--- config.mk ---
export PLATFORM = sky130hd
export DESIGN_NAME = lower_periph_select
export DESIGN_NICKNAME = d
export VERILOG_FILES = /design/src/logic/select_pkg.sv /design/src/logic/sel_bus_if.sv /design/src/logic/region_decoder.sv /design/src/logic/lower_periph_select.sv
export VERILOG_INCLUDE_DIRS = /design/src /design/src/logic
export SDC_FILE = /design/constraint.sdc
export NUM_CORES = 1
export LEC_CHECK = 0
export BUFFER_PORTS_ARGS = -buffer_cell sky130_fd_sc_hd__buf_2
export CAP_MARGIN = 20
export CORE_MARGIN = 3
export CORE_UTILIZATION = 39
export DETAILED_ROUTE_END_ITERATION = 10
export PLACE_DENSITY_LB_ADDON = 0.25
export REMOVE_ABC_BUFFERS = 1
export SYNTH_ARGS = -nofsm -noshare
export SYNTH_HDL_FRONTEND = slang
export SYNTH_SLANG_ARGS = --single-unit
export TNS_END_PERCENT = 5
--- constraint.sdc ---
create_clock -name clk_i -period 1.7 [get_ports clk_i]
set_clock_uncertainty 0.05 [all_clocks]
set_input_delay 0.255 -clock clk_i [delete_from_list [all_inputs] [get_ports clk_i]]
set_output_delay 0.255 -clock clk_i [all_outputs]
set_load 0.03 [all_outputs]
--- src/logic/select_defines.svh ---
// constants for the lower-memory and peripheral select block
`ifndef SELECT_DEFINES_SVH
`define SELECT_DEFINES_SVH
`define SEL_ADDR_W 20
`define SEL_LOWER_TOP 20'h80000
`define SEL_KB_SHIFT 10
`define SEL_PBASE_W 10
`define SEL_NUM_SEL 4
`define SEL_IDX_LOWER 0
`define SEL_IDX_P3 1
`define SEL_IDX_P5 2
`define SEL_IDX_P6 3
`define SEL_REGION_P3 3'h3
`define SEL_REGION_P5 3'h5
`define SEL_REGION_P6 3'h6
`define SEL_REGION_LSB 7
`define SEL_REGION_MSB 9
`define SEL_IO_TOP_LSB 16
`define SEL_IO_BASE_MSB 5
`define SEL_SEL_RST 4'h0
`define SEL_ALAT_RST 2'h0
`endif

--- src/logic/select_pkg.sv ---
// types for the lower-memory and peripheral select block
package select_pkg;
  typedef logic [19:0] addr_t;
  typedef logic [3:0] sel_vec_t;
  // gray path: reset -> capture -> run; test is the side branch
  typedef enum logic [1:0] {
    PH_RESET = 2'h0,
    PH_CAPTURE = 2'h1,
    PH_RUN = 2'h3,
    PH_TEST = 2'h2
  } phase_t;
endpackage

--- src/logic/sel_bus_if.sv ---
// bus-cycle signals shared between the select top and its decoder
`timescale 1ns/10ps
interface sel_bus_if;
  select_pkg::addr_t addr;
  logic io_space;
  logic [8:0] lower_limit_kb;
  logic lower_en;
  logic [9:0] periph_base;
  logic periph_io;
  logic periph_en;
  select_pkg::sel_vec_t hit;
  modport top (output addr, io_space, lower_limit_kb, lower_en, periph_base, periph_io,
    periph_en, input hit);
  modport dec (input addr, io_space, lower_limit_kb, lower_en, periph_base, periph_io,
    periph_en, output hit);
endinterface

--- src/logic/region_decoder.sv ---
// combinational address decode for the lower and peripheral regions
`timescale 1ns/10ps
`include "select_defines.svh"
module region_decoder (
  sel_bus_if.dec bus // address and region programming in, hits out
);
  localparam logic [2:0] REGION_NUM [0:2] = '{`SEL_REGION_P3, `SEL_REGION_P5, `SEL_REGION_P6};
  select_pkg::addr_t lower_end;
  logic base_match;

  assign lower_end = {1'b0, bus.lower_limit_kb, 10'h000};
  // limit is clipped to the bottom half so a large setting cannot spill over
  assign bus.hit[`SEL_IDX_LOWER] = bus.lower_en && !bus.io_space &&
    (bus.addr < `SEL_LOWER_TOP) && (bus.addr < lower_end);

  // i/o space has only 64k, so the top address bits must be zero there
  always_comb begin
    if (bus.periph_io) begin
      base_match = (bus.addr[`SEL_ADDR_W-1:`SEL_IO_TOP_LSB] == 4'h0) &&
        (bus.addr[`SEL_IO_TOP_LSB-1:`SEL_KB_SHIFT] ==
        bus.periph_base[`SEL_IO_BASE_MSB:0]);
    end else begin
      base_match = bus.addr[`SEL_ADDR_W-1:`SEL_KB_SHIFT] == bus.periph_base;
    end
  end

  genvar g;
  generate
    for (g = 0; g < 3; g = g + 1) begin : g_periph
      assign bus.hit[g+1] = bus.periph_en && (bus.io_space == bus.periph_io) && base_match &&
        (bus.addr[`SEL_REGION_MSB:`SEL_REGION_LSB] == REGION_NUM[g]);
    end
  endgenerate
endmodule

--- src/logic/lower_periph_select.sv ---
// lower-memory and peripheral select pins with latched address option
// Behaviour
// - lower select low on programmed bottom-512k hit
// - lower range set by software programming
// - fifth/sixth selects low on their regions
// - peripheral base programmable, regions relative
// - selects assert with address phase, driven in hold
// - expand bit clear gives latched A1, A2
// - latched address bits hold during bus hold
// - third select low on its region
// - lower pin low at reset release floats pins
`timescale 1ns/10ps
`include "select_defines.svh"
module lower_periph_select (
  input wire logic clk_i, // bus clock, 125 MHz
  input wire logic rst_i, // synchronous reset, active high
  input wire logic ale_i, // address phase strobe, one cycle
  input wire logic cycle_end_i, // last cycle of the bus cycle
  input wire logic [19:0] addr_i, // bus address, valid with ale_i
  input wire logic io_space_i, // cycle is an i/o access
  input wire logic hold_i, // bus granted away
  input wire logic [8:0] lower_limit_kb_i, // lower block size in 1k units
  input wire logic lower_enable_i, // lower block programmed
  input wire logic [9:0] periph_base_i, // peripheral block base, 1k units
  input wire logic periph_io_i, // peripheral block lives in i/o space
  input wire logic periph_enable_i, // peripheral block programmed
  input wire logic select_expand_bit_i, // 1: pins 5/6 are selects, 0: A1/A2
  input wire logic lower_mem_select_n_i, // lower select pin level, doubles as test request
  output logic lower_mem_select_n_o, // lower select, active low
  output logic lower_mem_select_n_oe_o, // lower select pin drive enable
  output logic periph_select3_n_o, // third peripheral select, active low
  output logic periph_select5_n_o, // fifth select or latched A1
  output logic periph_select6_n_o, // sixth select or latched A2
  output logic periph_oe_o, // drive enable for the peripheral pins
  output logic test_float_o // test mode: all pins floated
);
  sel_bus_if bus ();
  select_pkg::phase_t phase_r;
  select_pkg::phase_t phase_nxt;
  select_pkg::sel_vec_t sel_r;
  logic [1:0] alat_r;
  logic pin_meta_r;
  logic pin_sync_r;
  logic take;
  logic run;

  assign bus.addr = addr_i;
  assign bus.io_space = io_space_i;
  assign bus.lower_limit_kb = lower_limit_kb_i;
  assign bus.lower_en = lower_enable_i;
  assign bus.periph_base = periph_base_i;
  assign bus.periph_io = periph_io_i;
  assign bus.periph_en = periph_enable_i;

  region_decoder u_dec (
    .bus(bus.dec)
  );

  assign run = phase_r == select_pkg::PH_RUN;
  // no new cycle starts while another master owns the bus
  assign take = ale_i && !hold_i && run;

  // the pin comes from outside, so two flops before anything looks at it
  always_ff @(posedge clk_i) begin
    pin_meta_r <= lower_mem_select_n_i;
    pin_sync_r <= pin_meta_r;
  end

  always_comb begin
    case (phase_r)
      select_pkg::PH_RESET: phase_nxt = select_pkg::PH_CAPTURE;
      select_pkg::PH_CAPTURE: begin
        if (!pin_sync_r) begin
          phase_nxt = select_pkg::PH_TEST;
        end else begin
          phase_nxt = select_pkg::PH_RUN;
        end
      end
      select_pkg::PH_RUN: phase_nxt = select_pkg::PH_RUN;
      select_pkg::PH_TEST: phase_nxt = select_pkg::PH_TEST;
      default: phase_nxt = select_pkg::PH_RESET;
    endcase
  end

  // test mode is left only through another reset
  always_ff @(posedge clk_i) begin
    if (rst_i) begin
      phase_r <= select_pkg::PH_RESET;
    end else begin
      phase_r <= phase_nxt;
    end
  end

  // a select opens on the address phase and closes at the end of its cycle
  always_ff @(posedge clk_i) begin
    if (rst_i || !run) begin
      sel_r <= `SEL_SEL_RST;
    end else if (take) begin
      sel_r <= bus.hit;
    end else if (cycle_end_i) begin
      sel_r <= `SEL_SEL_RST;
    end
  end

  // address bits are frozen while held, never refreshed by the other master
  always_ff @(posedge clk_i) begin
    if (rst_i) begin
      alat_r <= `SEL_ALAT_RST;
    end else if (take) begin
      alat_r <= addr_i[2:1];
    end
  end

  assign lower_mem_select_n_o = !sel_r[`SEL_IDX_LOWER];
  // pin released during reset so the pull-up or a test request can be seen
  assign lower_mem_select_n_oe_o = run;
  assign periph_select3_n_o = !sel_r[`SEL_IDX_P3];
  assign periph_select5_n_o = select_expand_bit_i ? !sel_r[`SEL_IDX_P5] : alat_r[0];
  assign periph_select6_n_o = select_expand_bit_i ? !sel_r[`SEL_IDX_P6] : alat_r[1];
  // hold does not appear here: the pins keep driving while the bus is away
  assign periph_oe_o = run;
  assign test_float_o = phase_r == select_pkg::PH_TEST;
endmodule

==> results.json, run 1 <==
{
  "regToRegSetupSlack_ns": 0.29,
  "synth_area_um2": 762,
  "setup_violations": 0,
  "io_buffers": 51,
  "path_cells": "nand2_1 > nor3b_2 > nand4_1 > a2111oi_1 > a211o_1",
  "floorplan.initialDensity": 0.427,
  "clock_sinks": 10,
  "hold_violations": 0,
  "grt.met3_usage": 0.0326,
  "rr_worst_depth": 5,
  "antenna_found_initial": 0,
  "crit_buf_inv": 0,
  "ys_seq_area_frac": 0.263,
  "place_ws_ns": 0.0354,
  "firstDrtPassIters": 4,
  "rsz0062_at_grt": "false",
  "clkSlewWorstSetupHoldPaths_ns": 0.06,
  "detail-route-antenna-nets": 0,
  "syn2layout_area_growth_pct": 40.6,
  "r2r_start": "phase_r[1]",
  "grt_most_used_layer": "met2",
  "synth-simple-area-share": 0.238,
  "dp_hpwl_um": 1620,
  "clock-root-buffer": "clkbuf_4",
  "setup_ws_ns": 0.294,
  "post_cts_buffers": 0,
  "drv_slew": 0,
  "critPathTopFamily": "compound AO/OA/AOI/OAI gates",
  "dpl.cell_count": 169,
  "path_max_fanout": 4,
  "synth-compound-area-share": 0.135,
  "insertion_delay_ns": 0.25,
  "endpoint_kind": "flop",
  "relSlewSlack": 0.782,
  "post-route-period-util": 0.827,
  "status": "completed",
  "gp_congestion": 0.737,
  "detail_route.vias_per_cell": 4.70,
  "p_leak_nw": 0.584,
  "antenna_cells": 0,
  "cts_tree": "done",
  "worst_ep_arrival_time_ns": 1.56,
  "synthTopCellsByArea": "dfxtp_1 26%, ha_1 13%, xor2_1 8.0%, inv_1 7.4%, mux2i_1 5.3%",
  "yosys.area.top_type": "dfxtp_1",
  "grt_overflow_total": 0,
  "hold_start": "lower_mem_select_n_i",
  "h-tree-depth": 1,
  "synth_top_family_by_area": "simple AND/OR/NAND/NOR gates",
  "cp-startpoint": "phase_r[1]",
  "die_w_um": 50.2,
  "muxShareOfSynthArea": 0.0525,
  "hold_path.class": "in2reg",
  "grt_use_total": 0.152,
  "drive_above_1_share": 0.401,
  "first_iter_violations": 2,
  "met1_usage": 0.165,
  "cts_max_path_buffers": 2,
  "die_area_mm2": 0.00252,
  "grt_pass1_wl_um": 2990,
  "vias": 808,
  "hold_depth": 1,
  "final_nets": 207,
  "path_depth": 5,
  "use_met2": 0.276,
  "setup_total_negative_slack_ns": 0,
  "grt_pass1_vias": 762,
  "synthCells": 93,
  "power_density_mw_per_mm2": 527,
  "slowest_stage": "dfxtp_1",
  "slowest_delay_ns": 0.36,
  "critPathLaunchType": "flop",
  "ys_ff_latch": 10,
  "cts_buffers": 3,
  "worst-setup-path-type": "reg2reg",
  "max_slew.worst_pin.slew_ns": 0.327,
  "syn_area_per_cell_um2": 8.19,
  "yosysTopAreaCellShare": 0.263,
  "std_cell_rows": 15,
  "finalCriticalPeriod_ns": 1.41,
  "grt_max_degree": 7,
  "holdWs_ns": 0.0538,
  "post_cts_resized": 0,
  "synth_fa_ha_area_frac": 0.131,
  "fmax_mhz": 711,
  "avgRoutedWirePerCell_um": 10.2,
  "peakVddDrop_mv": 0.536,
  "required_ns": 1.85,
  "synth_cell_types": 30,
  "coreArea_mm2": 0.00178,
  "ys_warn_count": 0,
  "cts_hold_buf": 0,
  "cap_violations": 0,
  "drt_wl_total_um": 1760,
  "synth-xor-area-share": 0.0920,
  "die_h_um": 50.2,
  "pin_count": 57,
  "drc": 0,
  "fin_cells": 172
}
==> kinds of logic after synthesis <==
family,after synthesis
AO/OA/AOI/OAI,13
AND/OR/NAND/NOR,33
flip-flops,10
multiplexers,4
adder cells (fa/ha/maj),8
buffers and inverters,17
XOR/XNOR,8
==> final timing paths <==
check / endpoint
setup / recovery: sel_r[0]
hold / removal: pin_meta_r
setup reg to reg: sel_r[0]
hold reg to reg: pin_sync_r
==> per-layer routing <==
| metal | part of all wire | vias to the layer above |
|---|---|---|
| met1 | 0.39 | 351 |
| met4 | 0.0045 | 0 |
| met3 | 0.065 | 2 |
| met2 | 0.54 | 25 |
| li1 | - | 430 |
| met5 | 0 | - |
==> layout by cell type, fill, tap and decap left out, types with 2 or more instances in the layout <==
cell type / n
nand2_1: 9
nand3b_1: 2
nand4_1: 3
xor2_1: 7
nor2_1: 7
ha_1: 8
inv_1: 15
a211o_1: 2
a21o_1: 2
o21ai_0: 2
nor2b_1: 2
nor4_1: 2
nor3_1: 3
clkbuf_4: 3
dfxtp_1: 10
mux2i_1: 4
buf_2: 51
==> where the power goes <==
group	internal [mW]	switching, mW
combinational	0.0836	0.0858
clock	0.0809	0.0663
sequential	0.243	0.00504
total	0.407	0.157
==> layout make-up <==
class                           count  area, µm²
Fill cell                         166        712
Inverter                           16       60.1
Timing Repair Buffer               52        263
Multi-Input combinational cell     66        494
Sequential cell                    10        200
Clock buffer                        3       22.5
Tap cell                           25       31.3
==> worst reg2reg max path, stage by stage (launching register included) <==
cell and delay (ns):
dfxtp_1 0.36, nand2_1 0.11, nor3b_2 0.21, nand4_1 0.12, a2111oi_1 0.35, a211o_1 0.15
==> through the flow <==
stage | area (µm²) | power, mW | utilization
after floorplan | 754 | 0.340 | -
after detailed placement | 1050 | 0.424 | 0.588
final | 1070 | 0.564 | 0.601
after global routing | 1070 | 0.609 | 0.601
after global placement | 1050 | 0.419 | 0.588
after CTS | 1070 | 0.577 | 0.601
==> synthesized netlist by cell type <==
| cell | count |
|---|---|
| inv_1 | 15 |
| dfxtp_1 | 10 |
| nand2_1 | 9 |
| ha_1 | 8 |
| nor2_1 | 7 |
| xor2_1 | 7 |
| mux2i_1 | 4 |
| nand4_1 | 3 |
| nor3_1 | 3 |
| a211o_1 | 2 |
| a21o_1 | 2 |
| nand3b_1 | 2 |
| nor2b_1 | 2 |
| nor4_1 | 2 |
| o21ai_0 | 2 |
| a2111oi_1 | 1 |
| a21oi_1 | 1 |
| a22o_1 | 1 |
| a41oi_1 | 1 |
| buf_4 | 1 |
| inv_2 | 1 |
| nand2b_1 | 1 |
| nor3b_1 | 1 |
| nor3b_2 | 1 |
| nor4_2 | 1 |
| nor4b_1 | 1 |
| o2111ai_1 | 1 |
| o22ai_1 | 1 |
| o31ai_2 | 1 |
| xnor2_1 | 1 |
==> sequential cells by signal (all words and copies together) (netlist names) <==
name / count
sel_r: 4
alat_r: 2
phase_r: 2
pin_meta_r: 1
pin_sync_r: 1
(Power assumes the default switching activity.)
==> run 2, diff against run 1 <==
==> constraint.sdc (replaced) <==
create_clock -name clk_i -period 1.3 [get_ports clk_i]
set_clock_uncertainty 0.05 [all_clocks]
set_input_delay 0.195 -clock clk_i [delete_from_list [all_inputs] [get_ports clk_i]]
set_output_delay 0.195 -clock clk_i [all_outputs]
set_load 0.03 [all_outputs]
==> results.json, run 2 (synthesis results as in run 1) <==
{
  "antenna_found_initial": 0,
  "insertion_delay_ns": 0.26,
  "finalCriticalPeriod_ns": 1.24,
  "die_w_um": 50.2,
  "p_sw_frac": 0.272,
  "dp_hpwl_um": 1820,
  "final_cell_mix": "48 x buf_2, 14 x inv_1, 13 x buf_4",
  "p_comb_frac": 0.330,
  "critPathLaunchType": "flop",
  "drt_wl_total_um": 2040,
  "required_ns": 1.45,
  "worst_ep_arrival_time_ns": 1.39,
  "cap_violations": 0,
  "post-route-period-util": 0.950,
  "relSlewSlack": 0.762,
  "clkSlewWorstSetupHoldPaths_ns": 0.06,
  "seq_area_um2": 203,
  "drv_slew": 0,
  "finish.utilization": 0.697,
  "dpl.cell_count": 181,
  "slowest_stage": "dfxtp_2",
  "crit_buf_inv": 0,
  "endpoint_kind": "flop",
  "power_density_mw_per_mm2": 714,
  "rr_worst_depth": 5,
  "avgRoutedWirePerCell_um": 11.0,
  "cts_max_path_buffers": 2,
  "reg.largest.list": "sel_r (4), alat_r (2), phase_r (2)",
  "clock_sinks": 10,
  "holdWs_ns": 0.107,
  "critPathTopFamily": "simple AND/OR/NAND/NOR gates",
  "grt_pass1_vias": 923,
  "path_cells": "nand2_2 > nor3b_2 > nand4_1 > a2111oi_2 > a211o_1",
  "total_power_mw": 0.887,
  "pin_count": 57,
  "h-tree-depth": 1,
  "fmax_mhz": 810,
  "multi_input_comb_area_um2": 528,
  "std_cell_rows": 15,
  "grt_use_total": 0.179,
  "slowest_delay_ns": 0.33,
  "die_h_um": 50.2,
  "max_slew.worst_pin.slew_ns": 0.354,
  "grt_most_used_layer": "met2",
  "grt_max_degree": 7,
  "mostFrequentLayoutCell": "buf_2",
  "hold_violations": 0,
  "grt.met3_usage": 0.0178,
  "status": "completed",
  "met1_usage": 0.177,
  "syn2layout_area_growth_pct": 63.1,
  "path_depth": 5,
  "worst-setup-path-type": "reg2reg",
  "fin_cells": 186,
  "vias": 872,
  "p_sw_mw": 0.241,
  "grt_overflow_total": 0,
  "drc": 0,
  "setup_ws_ns": 0.0649,
  "gp_congestion": 0.754,
  "place_ws_ns": -0.284,
  "first_iter_violations": 3,
  "setup_total_negative_slack_ns": 0,
  "regMostFlops": "sel_r",
  "n_fill_cell": 165,
  "peakVddDrop_mv": 0.778,
  "p_leak_nw": 0.659,
  "cts_buffers": 3,
  "rsz0062_at_grt": "true",
  "p_int_mw": 0.646,
  "io_buffers": 51,
  "grt_pass1_wl_um": 3590,
  "path_max_fanout": 2,
  "setup_violations": 0,
  "floorplan.initialDensity": 0.427,
  "detail_route.vias_per_cell": 4.69,
  "drive_above_1_share": 0.497,
  "die_area_mm2": 0.00252,
  "clock_power_share": 0.304,
  "hold_depth": 2,
  "firstDrtPassIters": 2,
  "cts_tree": "done",
  "final_nets": 220,
  "seqPwrFrac": 0.366,
  "hold_path.class": "in2reg",
  "antenna_cells": 0,
  "largest_reg_flops": 4,
  "placed_area_mm2": 0.00114,
  "use_met2": 0.365,
  "stdcell_area_mm2": 0.00124,
  "clock-root-buffer": "clkbuf_4",
  "detail-route-antenna-nets": 0,
  "coreArea_mm2": 0.00178
}
## run 2: cell count changes in the layout (fill, tap and decap cells not counted), sizes merged
cell,delta
clkbuf,+1
dlygate4sd3,+1
buf,+12
## run 2: power groups by stage
| stage | clock [mW] | sequential, mW | combinational, mW |
|---|---|---|---|
| floorplan | 0 | 0.329 | 0.116 |
| finish | 0.270 | 0.324 | 0.292 |
| detailed placement | 0 | 0.329 | 0.269 |
| CTS | 0.277 | 0.322 | 0.280 |
| global route | 0.285 | 0.325 | 0.330 |
| global placement | 0 | 0.328 | 0.257 |
## run 2: final cells by class
cell class | instances | area share
Clock buffer | 4 | 0.0292
Multi-Input combinational cell | 66 | 0.425
Tap cell | 25 | 0.0252
Inverter | 16 | 0.0504
Timing Repair Buffer | 65 | 0.307
Sequential cell | 10 | 0.163
## run 2: layer usage
metal  part of all wire  up-vias
li1                   -      459
met2               0.55       25
met1               0.38      386
met5                  0        -
met3              0.057        2
met4             0.0049        0
## run 2: final timing paths
path               from         end  slack (ns)
max          phase_r[1]    sel_r[0]        0.06
max reg2reg  phase_r[1]    sel_r[0]        0.06
min           addr_i[7]    sel_r[3]        0.11
min reg2reg  pin_meta_r  pin_sync_r        0.31
## run 2: repair_timing
item	CTS	global route
setup buffers	0	0
endpoints found under the setup margin	6	7
hold buffers	1	0
resized for setup	6	11
pin swaps	0	6
endpoints found under the hold margin	1	0
